<file path="config.mk">
export PLATFORM = sky130hd
export DESIGN_NAME = multi_board_sync_sequencer
export DESIGN_NICKNAME = d
export VERILOG_FILES = /design/src/core/multi_board_sync_sequencer.v
export VERILOG_INCLUDE_DIRS = /design/src /design/src/core
export SDC_FILE = /design/constraint.sdc
export NUM_CORES = 1
export LEC_CHECK = 0
export BUFFER_PORTS_ARGS = -buffer_cell sky130_fd_sc_hd__buf_2
export CAP_MARGIN = 20
export CORE_AREA = 2 2 125 127
export CTS_CLUSTER_DIAMETER = 150
export DETAILED_ROUTE_END_ITERATION = 12
export DIE_AREA = 0 0 127 129
export PLACE_DENSITY_LB_ADDON = 0.15
export REMOVE_ABC_BUFFERS = 1
export SLEW_MARGIN = 10
export SYNTH_ARGS = -nofsm -noshare
export SYNTH_HDL_FRONTEND = slang
export SYNTH_SLANG_ARGS = --single-unit
</file>
<file path="constraint.sdc">
create_clock -name hclk -period 3.8 [get_ports hclk]
set_input_delay 0.19 -clock hclk [delete_from_list [all_inputs] [get_ports hclk]]
set_output_delay 0.19 -clock hclk [all_outputs]
set_load 0.02 [all_outputs]
</file>
<file path="src/core/sync_seq_regs.vh">
`ifndef SYNC_SEQ_REGS_VH
`define SYNC_SEQ_REGS_VH
// register byte offsets
`define OFS_COMMAND 12'h000
`define OFS_STATUS 12'h004
`define OFS_RUN_LENGTH 12'h008
// command codes
`define CMD_RUN 32'h0000000A
`define CMD_BLOCKING_RUN 32'h0000000B
`define CMD_CLOCK_LEADER 32'h00000064
`define CMD_TRIGGER_LEADER 32'h00000065
`define CMD_CLOCK_FOLLOWER 32'h0000006E
`define CMD_TRIGGER_FOLLOWER 32'h0000006F
`define CMD_ARM_GROUP 32'h00000082
// status fields
`define ST_CLOCK_FOLLOWER 0
`define ST_CLOCK_LEADER 1
`define ST_ARMED 2
`define ST_RUNNING 3
`define ST_FINISHED 4
`define ST_BLOCKING 5
`define ST_TRIG_FOLLOWER 6
`define ST_TRIG_LEADER 7
// reset values
`define RUN_LENGTH_RESET 32'h00000010
`endif

</file>
<file path="src/core/multi_board_sync_sequencer.v">
`timescale 1ns/1ps
`include "sync_seq_regs.vh"

// Function
// - clock-follower code sets the follower role for standard mode
// - arm code arms the board for synchronized operation
// - run code starts the board with current register settings
// - blocking-run code starts interrupt-driven; caller waits until stopped
// - board reports finished when run ends; software waits for all
// - repeat run needs only re-arm and restart
module multi_board_sync_sequencer (
    // ahb-lite slave
    input wire hclk,
    input wire hresetn,
    input wire hsel,
    input wire [31:0] haddr,
    input wire [1:0] htrans,
    input wire hwrite,
    input wire [2:0] hsize,
    input wire [31:0] hwdata,
    input wire hready,
    output reg hreadyout,
    output reg hresp,
    output reg [31:0] hrdata,
    // group sync pins
    input wire group_arm_in,
    input wire run_stop_in,
    output reg group_arm_out,
    output reg running,
    output reg clock_follower,
    output reg blocking_busy
);

    localparam ST_IDLE = 2'h0;
    localparam ST_ARMED = 2'h1;
    localparam ST_RUN = 2'h2;
    localparam ST_DONE = 2'h3;
    localparam SYNC_PINS = 2;

    // sequencer state
    reg [1:0] state;
    reg [1:0] next_state;
    // software registers and run counter
    reg [31:0] command_register;
    reg [31:0] run_length;
    reg [31:0] run_count;
    // roles and flags
    reg clk_leader;
    reg trig_leader;
    reg trig_follower;
    reg blocking;
    reg finished;
    // bus data phase
    reg wr_pend;
    reg [11:0] wr_addr;
    // group pins
    reg arm_pulse_seen;
    wire [SYNC_PINS-1:0] pin_raw;
    wire [SYNC_PINS-1:0] pin_sync;

    // register offset match, shared by read and write paths
    function addr_hit;
        input [11:0] addr;
        input [11:0] offset;
        begin
            addr_hit = (addr == offset);
        end
    endfunction

    // command code match
    function code_hit;
        input [31:0] data;
        input [31:0] code;
        begin
            code_hit = (data == code);
        end
    endfunction

    wire addr_phase = hsel && hready && htrans[1];
    wire cmd_wr = wr_pend && addr_hit(wr_addr, `OFS_COMMAND);
    wire len_wr = wr_pend && addr_hit(wr_addr, `OFS_RUN_LENGTH);
    wire cmd_arm = cmd_wr && code_hit(hwdata, `CMD_ARM_GROUP);
    wire cmd_run = cmd_wr && code_hit(hwdata, `CMD_RUN);
    wire cmd_brun = cmd_wr && code_hit(hwdata, `CMD_BLOCKING_RUN);
    wire cmd_cfol = cmd_wr && code_hit(hwdata, `CMD_CLOCK_FOLLOWER);
    wire cmd_clead = cmd_wr && code_hit(hwdata, `CMD_CLOCK_LEADER);
    wire cmd_tfol = cmd_wr && code_hit(hwdata, `CMD_TRIGGER_FOLLOWER);
    wire cmd_tlead = cmd_wr && code_hit(hwdata, `CMD_TRIGGER_LEADER);
    wire arm_level = pin_sync[0];
    wire stop_level = pin_sync[1];
    wire ext_arm = arm_level && !arm_pulse_seen;
    wire can_arm = (state == ST_IDLE) || (state == ST_DONE);
    wire arm_any = (cmd_arm || ext_arm) && can_arm;
    wire start = (state == ST_ARMED) && (cmd_run || cmd_brun);
    wire run_end = (state == ST_RUN) && ((run_count == 32'h00000001) || stop_level);

    assign pin_raw = {run_stop_in, group_arm_in};

    // two-stage synchronisers for the group pins
    genvar i;
    generate
        for (i = 0; i < SYNC_PINS; i = i + 1)
        begin : g_sync
            reg meta;
            reg stable;
            always @(posedge hclk or negedge hresetn)
            begin
                if (!hresetn)
                begin
                    meta <= 1'b0;
                    stable <= 1'b0;
                end
                else
                begin
                    meta <= pin_raw[i];
                    stable <= meta;
                end
            end
            assign pin_sync[i] = stable;
        end
    endgenerate

    // rising edge of the synchronised arm line
    always @(posedge hclk or negedge hresetn)
    begin
        if (!hresetn)
            arm_pulse_seen <= 1'b0;
        else
            arm_pulse_seen <= arm_level;
    end

    function [31:0] status_word;
        input [1:0] st;
        input cf;
        input cl;
        input tf;
        input tl;
        input fin;
        input blk;
        begin
            status_word = 32'h00000000;
            status_word[`ST_CLOCK_FOLLOWER] = cf;
            status_word[`ST_CLOCK_LEADER] = cl;
            status_word[`ST_ARMED] = (st == ST_ARMED);
            status_word[`ST_RUNNING] = (st == ST_RUN);
            status_word[`ST_FINISHED] = fin;
            status_word[`ST_BLOCKING] = blk;
            status_word[`ST_TRIG_FOLLOWER] = tf;
            status_word[`ST_TRIG_LEADER] = tl;
        end
    endfunction

    // sequencer next state
    always @*
    begin
        next_state = state;
        case (state)
            ST_IDLE:
            begin
                if (arm_any)
                    next_state = ST_ARMED;
            end
            ST_ARMED:
            begin
                if (start)
                    next_state = ST_RUN;
            end
            ST_RUN:
            begin
                if (run_end)
                    next_state = ST_DONE;
            end
            default:
            begin
                if (arm_any)
                    next_state = ST_ARMED;
                else
                    next_state = ST_IDLE;
            end
        endcase
    end

    // sequencer state register
    always @(posedge hclk or negedge hresetn)
    begin
        if (!hresetn)
            state <= ST_IDLE;
        else
            state <= next_state;
    end

    // bus slave: zero wait states, always okay
    always @(posedge hclk or negedge hresetn)
    begin
        if (!hresetn)
        begin
            hreadyout <= 1'b1;
            hresp <= 1'b0;
            hrdata <= 32'h00000000;
            wr_pend <= 1'b0;
            wr_addr <= 12'h000;
        end
        else
        begin
            hreadyout <= 1'b1;
            hresp <= 1'b0;
            wr_pend <= addr_phase && hwrite;
            wr_addr <= haddr[11:0];
            if (addr_phase && !hwrite)
            begin
                if (addr_hit(haddr[11:0], `OFS_COMMAND))
                    hrdata <= command_register;
                else if (addr_hit(haddr[11:0], `OFS_STATUS))
                    hrdata <= status_word(state, clock_follower, clk_leader, trig_follower, trig_leader,
                        finished, blocking);
                else if (addr_hit(haddr[11:0], `OFS_RUN_LENGTH))
                    hrdata <= run_length;
                else
                    hrdata <= 32'h00000000;
            end
            else
                hrdata <= 32'h00000000;
        end
    end

    // writable registers
    always @(posedge hclk or negedge hresetn)
    begin
        if (!hresetn)
        begin
            command_register <= 32'h00000000;
            run_length <= `RUN_LENGTH_RESET;
        end
        else
        begin
            if (cmd_wr)
                command_register <= hwdata;
            if (len_wr)
                run_length <= hwdata;
        end
    end

    // clock and trigger roles
    always @(posedge hclk or negedge hresetn)
    begin
        if (!hresetn)
        begin
            clk_leader <= 1'b0;
            clock_follower <= 1'b0;
            trig_leader <= 1'b0;
            trig_follower <= 1'b0;
        end
        else
        begin
            if (cmd_cfol)
            begin
                clock_follower <= 1'b1;
                clk_leader <= 1'b0;
            end
            else if (cmd_clead)
            begin
                clk_leader <= 1'b1;
                clock_follower <= 1'b0;
            end
            if (cmd_tfol)
            begin
                trig_follower <= 1'b1;
                trig_leader <= 1'b0;
            end
            else if (cmd_tlead)
            begin
                trig_leader <= 1'b1;
                trig_follower <= 1'b0;
            end
        end
    end

    // run control; a run end beats a clear in the same cycle
    always @(posedge hclk or negedge hresetn)
    begin
        if (!hresetn)
        begin
            run_count <= 32'h00000000;
            blocking <= 1'b0;
            finished <= 1'b0;
            group_arm_out <= 1'b0;
            running <= 1'b0;
            blocking_busy <= 1'b0;
        end
        else
        begin
            // arm drives the group line from this board
            group_arm_out <= cmd_arm && can_arm;
            if (start)
            begin
                run_count <= (run_length == 32'h00000000) ? 32'h00000001 : run_length;
                blocking <= cmd_brun;
                running <= 1'b1;
                blocking_busy <= cmd_brun;
            end
            else if (state == ST_RUN)
            begin
                run_count <= run_count - 32'h00000001;
                if (run_end)
                begin
                    running <= 1'b0;
                    blocking_busy <= 1'b0;
                    finished <= 1'b1;
                end
            end
            else if (arm_any)
                finished <= 1'b0;
        end
    end

endmodule // multi_board_sync_sequencer

</file>
== Word level (Yosys, flattened, before mapping) ==
Index checks and enable logic that the tools add are counted.

* Bits in registers: 157
* Output and inout port bits: 38

* Add/sub/neg operators: 1
* Reduce and logical (&&, ||, !) cells: 36
* Multiplexer cells: 27
* Bitwise logic cells: 1
* Equal/unequal tests: 17

{| class="wikitable"
|+ Operators by type and width
! kind !! number
|-
| two-way mux 32 bit || 7
|-
| == test 32 x 7 -> 1 bit, second input constant || 4
|-
| == test 32 x 4 -> 1 bit, second input constant || 2
|-
| == test 32 x 1 -> 1 bit, second input constant || 1
|-
| == test 32 x 8 -> 1 bit, second input constant || 1
|-
| zero test 32 bit || 1
|-
| subtractor 32 x 1 -> 32 bit, second input constant || 1
|-
| == test 12 x 4 -> 1 bit, second input constant || 2
|-
| zero test 12 bit || 2
|-
| logical AND 1 bit || 18
|-
| two-way mux 1 bit || 16
|-
| == test 12 x 3 -> 1 bit, second input constant || 1
|-
| nonzero test 2 bit || 5
|-
| two-way mux 2 bit || 3
|-
| != test 2 bit, second input constant || 3
|-
| case mux 2 bit (3 select lines) || 1
|-
| AND reduction 3 bit || 2
|-
| == test 2 bit, second input constant || 2
|-
| logical OR 1 bit || 4
|-
| == test 2 x 1 -> 1 bit, second input constant || 1
|-
| zero test 1 bit || 2
|-
| zero test 2 bit || 1
|-
| AND reduction 2 bit || 1
|-
| NOT 1 bit || 1
|}

== Depth between registers and ports, before layout ==
Gate-level depths: netlist of run 1.

* Depth in word-level cells: 7
* Depth in mapped cells: 9
* Gate-level depth less buffers: 8

== Least setup slack after synthesis of run 1 ==
Ideal clock, no wire load.

* Path kind: flip-flop to flip-flop
* Start point: register state[0]
* End point: register run_count[24]
* Data arrival time: 2.152 ns
* Data required time: 3.671 ns
* Clock period less this slack: 2.281 ns
* Setup slack: 1.519 ns
* Library setup time: 0.129 ns
* Cell stages (with the launch flop): 10
* Buffers on the path: 1
* Path through: dfrtp_1 > inv_1 > ha_1 > clkbuf_1 > nand2_1 > nor4_4 > nand3_1 > or4_1 > xor2_1 > o21ai_1

* Cells in the longest elaborated chain, start to end: 3
* Elaborated cells between the ends (all ways): 5
* Those cells by class: eq/ne: 2; mux: 1; reduce/logical: 2

{| class="wikitable"
|+ Ends and longest elaborated chain
! element !! RTL line !! source
|-
| from (decl) || multi_board_sync_sequencer.v:41 || <nowiki>reg [1:0] state;</nowiki>
|-
| from (signal assigned) || multi_board_sync_sequencer.v:189 || <nowiki>state <= next_state;</nowiki>
|-
| == test 2 x 1 -> 1 bit || multi_board_sync_sequencer.v:94 || <nowiki>wire start = (state == ST_ARMED) && (cmd_run || cmd_brun);</nowiki>
|-
| logical AND 1 bit || multi_board_sync_sequencer.v:94 ||
|-
| two-way mux 32 bit or nonzero test 2 bit (tied branches) || n/a ||
|-
| to (signal assigned) || multi_board_sync_sequencer.v:296 || <nowiki>run_count <= (run_length == 32'h00000000) ? 32'h00000001 : run_length;</nowiki>
|-
| to (signal assigned) || multi_board_sync_sequencer.v:303 || <nowiki>run_count <= run_count - 32'h00000001;</nowiki>
|-
| to (decl) || multi_board_sync_sequencer.v:46 || <nowiki>reg [31:0] run_count;</nowiki>
|}

Parallel ways exist; a longest one is shown, timed or not.
A chain may end at the register's enable or synchronous reset.

== Worst setup path in the final report of run 1 ==
Ends and elaborated chain as after synthesis.

==> results of run 1 <==
repair_timing:
item,in CTS,in global routing
hold buffers,15,0
endpoints found under the hold margin,119,0
endpoints found under the setup margin,0,0
final cells by class:
cell class	count	share of cell area, %
clock buffers	19	5.61
clock inverters	13	2.03
inverters	8	0.372
multi-input cells	379	32.2
flip-flops and latches	157	48.7
well taps	188	2.91
repair buffers	112	8.26
routing by layer:
layer / GRT usage, % / part of all wire, % / up-vias
li1: - / - / 2254
met1: 27.4 / 47 / 2371
met2: 31.0 / 47 / 106
met3: 4.37 / 4.5 / 12
met4: 6.66 / 1.4 / 0
met5: 0 / 0 / -
kinds of logic after synthesis:
kind of cell | count (synthesis)
AOI/OAI and AO/OA | 82
muxes | 66
other | 2
adders and majority gates | 6
DFF | 157
and+or+nand+nor | 192
buffers and inverters | 36
xor gates and xnor gates | 31
power by group through the flow:
stage,Clock (mW),Combinational (mW),Sequential (mW)
6_report,1.74,0.124,1.73
5_1_grt,1.85,0.140,1.73
4_1_cts,1.78,0.127,1.73
3_5_place_dp,0,0.115,1.76
3_3_place_gp,0,0.112,1.76
2_1_floorplan,0,0.0285,1.75
registers in the layout (all words and copies together) (netlist names):
| register | cells |
|---|---|
| command_register | 32 |
| hrdata | 32 |
| run_count | 32 |
| run_length | 32 |
| wr_addr | 12 |
| g_sync.meta | 2 |
| state | 2 |
| arm_level | 1 |
| arm_pulse_seen | 1 |
| blocking | 1 |
| blocking_busy | 1 |
| clk_leader | 1 |
| clock_follower | 1 |
| finished | 1 |
| g_sync.stable | 1 |
| group_arm_out | 1 |
| running | 1 |
| trig_follower | 1 |
| trig_leader | 1 |
| wr_pend | 1 |
placed cells by master (no fill, tap or decap), types with 3 or more instances in the layout:
cell type	Yosys	final
dfrtp_1	156	156
buf_2	4	86
mux2_2	62	62
nand2_1	56	56
nor2_1	55	54
o21ai_0	31	31
nor4_1	26	26
a22oi_1	25	25
clkbuf_16	0	17
xnor2_1	16	16
xor2_1	15	15
dlygate4sd3_1	0	15
nor3_1	12	12
nand3_1	10	10
buf_4	2	10
inv_1	8	8
a21oi_1	8	8
a222oi_1	6	6
ha_1	6	6
and3_1	5	5
clkinvlp_4	0	5
or4_1	4	4
nor2b_1	4	3
o21ai_1	3	3
nand4_1	3	3
o31ai_1	3	3
bufinv_16	0	3
final timing paths:
kind	startpoint	endpoint	slack (ns)
max	state[0]$_DFFE_PN0P_	run_count[24]$_DFFE_PN0P_	1.13
min	hwdata[26]	run_length[26]$_DFFE_PN0P_	0.03
max reg2reg	state[0]$_DFFE_PN0P_	run_count[24]$_DFFE_PN0P_	1.13
min reg2reg	g_sync[0].meta$_DFF_PN0_	arm_level$_DFF_PN0_	0.35
max in group asynchronous	hresetn	run_length[8]$_DFFE_PN0P_	2.41
min in group asynchronous	hresetn	hrdata[3]$_DFF_PN0_	0.47
per-stage QoR:
stage / util [%] / worst slack [ns]
finish: 53.9 / 1.13
global route: 53.9 / 0.847
CTS: 53.9 / 1.09
detailed placement: 48.8 / 1.11
global placement: 48.8 / 1.13
floorplan: - / 0.564
==> impl_results.md, run 1 <==
- Antenna Cells: 0
- Clock power share: between 40 and 50%
- Max Slew Vio Count: 0
- Register bit total from synthesis: approximately 160
- Post-CTS Setup Bufs: 0
- Sequential share of the synthesized area: between 50% and 60%
- Hold Path Depth: 2
- Synth Flop Type: dfrtp_1
- Fin cells: about 880
- Pint: between 2 and 3 mW
- Crit-path slowest cell: or4_1
- Sw power: between 0.7 and 0.8 mW
- First-pass GRT wire length: 25000 microns
- Req. time, crit path: roughly 4.1 ns
- Post-synth ARST share: 100%
- Cells after Synth: between 500 and 600
- I/O Buffers: a little under 90
- Startpoint Class: register
- WL/cell: 17.3 microns
- Initial antenna violation count: 0
- Library cells used by synthesis: 45
- Synth top area cells: dfrtp_1, mux2_2, nand2_1
- RSZ-0062 raised after global routing: false
- CTS clk-pin slew, worst paths: around 0.060 ns
- Placed Instance Area: around 7300 sq um
- Sequential Power Share: 48.1%
- WP data arrival: ~3.0 ns
- Slowest cell delay on critical path: 0.46 ns
- Cts bufs inserted: 17
- Die width: ~130 microns
- Clk_lat worst skew: approximately 0.42 ns
- Crit path time final: about 2.7 ns
- H-tree Lvls: 4
- Simple-gate share of the synthesized area: between 10% and 20%
- Top-count cell post-synth: dfrtp_1
- Placed cell count: slightly above 800
- Min Hold Slack: ~0.030 ns
- Compound-Gate Fraction of Synth Area: 8.03%
- CP Capture Type: register
- Fin nets: between 700 and 800
- Core area: approximately 15000 sq um
- Total gr overflow: 0
- Clk buf depth: 2
- Largest family of logic cells by synthesized area: simple AND/OR/NAND/NOR gates
- Mapped Avg Cell Area: 11.7 sq um
- Design area: 8080 sq um
- Post-Syn Area: about 6700 sq um
- Share of the synthesized area in the top cell type: about 59%
- Total Routing Usage GR: around 20%
- Via density: about 5.4
- Largest area contributor in the netlist: dfrtp_1
- CTS tree: built
- FF+latch area: roughly 4000 sq um
- Mux cell area share after synthesis: 11.1%
- Area of the multi-input gates: 2600 sq um
- Commonest cells post-synth: dfrtp_1, mux2_2, nand2_1, nor2_1, o21ai_0
- # clock sinks: roughly 160
- Design Power: around 3.6 mW
- Pwr Density: 445 nW/um^2
- Xor-xnor portion of the synthesized cell area: roughly 4%
- Root Buffer: clkbuf_16
- Final HPWL DP: roughly 10000 microns
- Status: finished clean
- Die Y-Extent: approximately 130 microns
- Sum Neg Setup Slack: 0 ns
- Combinational power share: between 3 and 4%
- Slew @ Worst Pin: 0.962 ns
- Worst setup path category: reg -> reg
- Worst path cell trace: inv_1 -> ha_1 -> nand2_1 -> nor4_4 -> nand3_1 -> or4_1 -> xor2_1 -> o21ai_1
- Final RePlAce weighted congestion: ~0.84
- Worst path top cell family by delay: simple AND/OR/NAND/NOR gates
- Fillcell total: around 1300
- EDFF count, synth: 0
- Critical Path Stages: 8
- Largest net degree at the start of global routing: 109
- Max Clock Skew: between 0.006 and 0.007 ns
- Hold Vio Cnt, Final: 0
- Ports: 114
- Period utilisation layout: 70.2%
- Drt pass-1 iters: 6
- Area Overhead vs Synth: 21.2%
- Peak VDD IR: ~0.00027 V
- Rows: 45
- Total number of vias: roughly 4700
- 1st-iter DRT viols: slightly below 300
- Layout cells sized above 1: roughly 29%
- Max Clk Rate: around 380 MHz
- Sw Ratio: a little over a fifth
- Initial Util: 44.5%
- Max-cap violations: 0
- Yosys Warn Count: 0
- Max FO, Critical Path: 10
- Number of remaining DRC errors: 0
- Post_cts resized: 0
- Crit path buffers/inverters: 1
- Hold Path Class: in -> reg
- Final setup vio count: 0
- Cells on worst reg2reg path: 8
- WL final: ~15000 microns
- Die area: 16400 sq um
- Leak: between 3 and 4 nW
- Relative slew slack: a little over a third
- Number of global-route vias before repair: just under 5000
- Post-Synth Adder-Cell Area: between 1 and 1.5%
- Remaining antenna violation count after routing: 0
No activity file was read; power rests on OpenSTA's default activity.
==> inputs of run 2 (changes only) <==
Clock period 3.8 ns to 2.7 ns, I/O delays scaled along.
==> impl_results.md, run 2 (same netlist as run 1, synthesis figures left out) <==
- Status: finished clean
- Die Y-Extent: about 130 microns
- Top sig layer: met4
- Pwr Density: between 500 and 600 nW/um^2
- Hold Path Class: in -> reg
- Remaining antenna violation count after routing: 0
- Final setup vio count: 0
- Die area: roughly 16000 sq um
- Design Power: around 5.1 mW
- WP data arrival: approximately 2.8 ns
- Startpoint Class: input pin
- Rows: 45
- Met3 wire length: 816 microns
- WL final: ~16000 microns
- I/O Buffers: 87
- Post-CTS Setup Bufs: 0
- Min Hold Slack: between 0.03 and 0.04 ns
- Total gr overflow: 0
- Clk_lat worst skew: 0.42 ns
- RR Startpoint: run_count[5]$_DFFE_PN0P_
- Slowest cell delay on critical path: 0.53 ns
- Final HPWL DP: about 10000 microns
- Final RePlAce weighted congestion: a little under 0.8
- Die width: about 130 microns
- Met2 WL: 7640 microns
- CTS clk-pin slew, worst paths: ~0.060 ns
- Layout cells sized above 1: roughly 29%
- # clock sinks: roughly 160
- Antenna Cells: 0
- 1st-iter DRT viols: 287
- Post_cts resized: 0
- Crit-path slowest cell: dlygate4sd3_1
- Hold Vio Cnt, Final: 0
- Crit path buffers/inverters: 3
- Most common cell after layout, fill and taps aside: dfrtp_1
- Total Routing Usage GR: 20.7%
- Via density: 5.40
- Fin nets: slightly below 800
- Cts bufs inserted: 17
- Number of global-route vias before repair: just over 5000
- Commonest non-fill, non-tap cells in the layout: dfrtp_1, buf_2, mux2_2
- Total number of vias: ~5000
- Slew @ Worst Pin: 0.660 ns
- Drt pass-1 iters: 7
- Req. time, crit path: around 3.0 ns
- Largest net degree at the start of global routing: 73
- Period utilisation layout: 91.5%
- RSZ-0062 raised after global routing: false
- Leak: roughly 3.6 nW
- Root Buffer: clkbuf_16
- Reg-to-reg endpoint: state[0]$_DFFE_PN0P_
- Crit path time final: roughly 2.5 ns
- Design area: between 8000 and 9000 sq um
- WHS Endpoint: command_register[7]$_DFFE_PN0P_
- Worst reg2reg setup slack: roughly 0.29 ns
- Clk buf depth: 2
- Max Clock Skew: about 0.011 ns
- Max FO, Critical Path: 5
- Number of remaining DRC errors: 0
- Area Overhead vs Synth: 27.1%
- Worst setup path category: in -> reg
- WL/cell: 17.3 microns
- Initial Util: about 45%
- Hold Path Depth: 2
- Final core occ: a little under three fifths
- Max Clk Rate: a little over 400 MHz
- Worst path top cell family by delay: simple AND/OR/NAND/NOR gates
- Placed Instance Area: approximately 7400 sq um
- First-pass GRT wire length: 26200 microns
- CTS tree: built
- Relative slew slack: a little under three fifths
- Max Slew Vio Count: 0
- CP Capture Type: register
- Worst path cell trace: dlygate4sd3_1 -> buf_2 -> nor4_1 -> nand2_1 -> nor4_1 -> buf_4 -> nand2_1 -> a221o_1 -> mux2_1
- H-tree Lvls: 4
- Cells on worst reg2reg path: 6
- Metal-1 WL: slightly above 7000 microns
- Min-delay src: hwdata[7]
- Peak VDD IR: about 0.00036 V
- Core area: 15000 sq um
- Max-cap violations: 0
- Initial antenna violation count: 0
- Ports: 114
## run 2: cell count changes in the layout (fill, tap and decap cells not counted)
cell,change
inv_6,-1
clkinv_2,+2
clkbuf_1,+1
buf_4,+6
clkinvlp_4,-3
dlygate4sd3_1,+29
buf_12,+4
## run 2: final cells by class
type	instances	area, sq um
Sequential cell	157	3930
Multi-Input combinational cell	379	2600
Clock buffer	20	457
Fill cell	1280	6500
Timing Repair Buffer	151	1080
Clock inverter	11	143
Inverter	8	30.0
Tap cell	188	235
## run 2: routing by layer
layer / vias to the layer above / global-route usage [%]
met4: 0 / 6.79
li1: 2318 / -
met1: 2483 / 27.9
met2: 130 / 33.0
met5: - / 0
met3: 9 / 5.36
## run 2: how the worst max path moves through the flow
stage                             startpoint                   endpoint  slack [ns]  depth (start not counted)
floorplan               wr_addr[5]$_DFF_PN0_  trig_follower$_DFFE_PN0P_       -0.54                          6
finish                            hwdata[19]       state[0]$_DFFE_PN0P_        0.23                          9
global placement    run_count[5]$_DFFE_PN0P_       state[1]$_DFFE_PN0P_        0.34                          6
CTS                               hwdata[19]       state[0]$_DFFE_PN0P_        0.28                          9
detailed placement  run_count[5]$_DFFE_PN0P_       state[0]$_DFFE_PN0P_        0.29                          6
global route        run_count[5]$_DFFE_PN0P_  run_count[23]$_DFFE_PN0P_        0.13                          6
## run 2: through the flow
stage	setup TNS [ns]	worst slack, ns	cells
after floorplan	-11.42	-0.536	544
after CTS	0	0.279	914
after detailed placement	0	0.294	839
final	0	0.229	914
after global placement	0	0.344	839
after global routing	0	0.132	914
## run 2: power breakdown
group          switching, mW  leakage [nW]  internal (mW)
clock                  0.922         0.292           1.49
combinational          0.110          1.44          0.101
sequential            0.0373          1.90           2.39
## run 2: repair_timing
action                                 in CTS  in global routing
endpoints found under the hold margin     137                  0
setup endpoints to repair                   0                  0
hold buffers                               44                  0
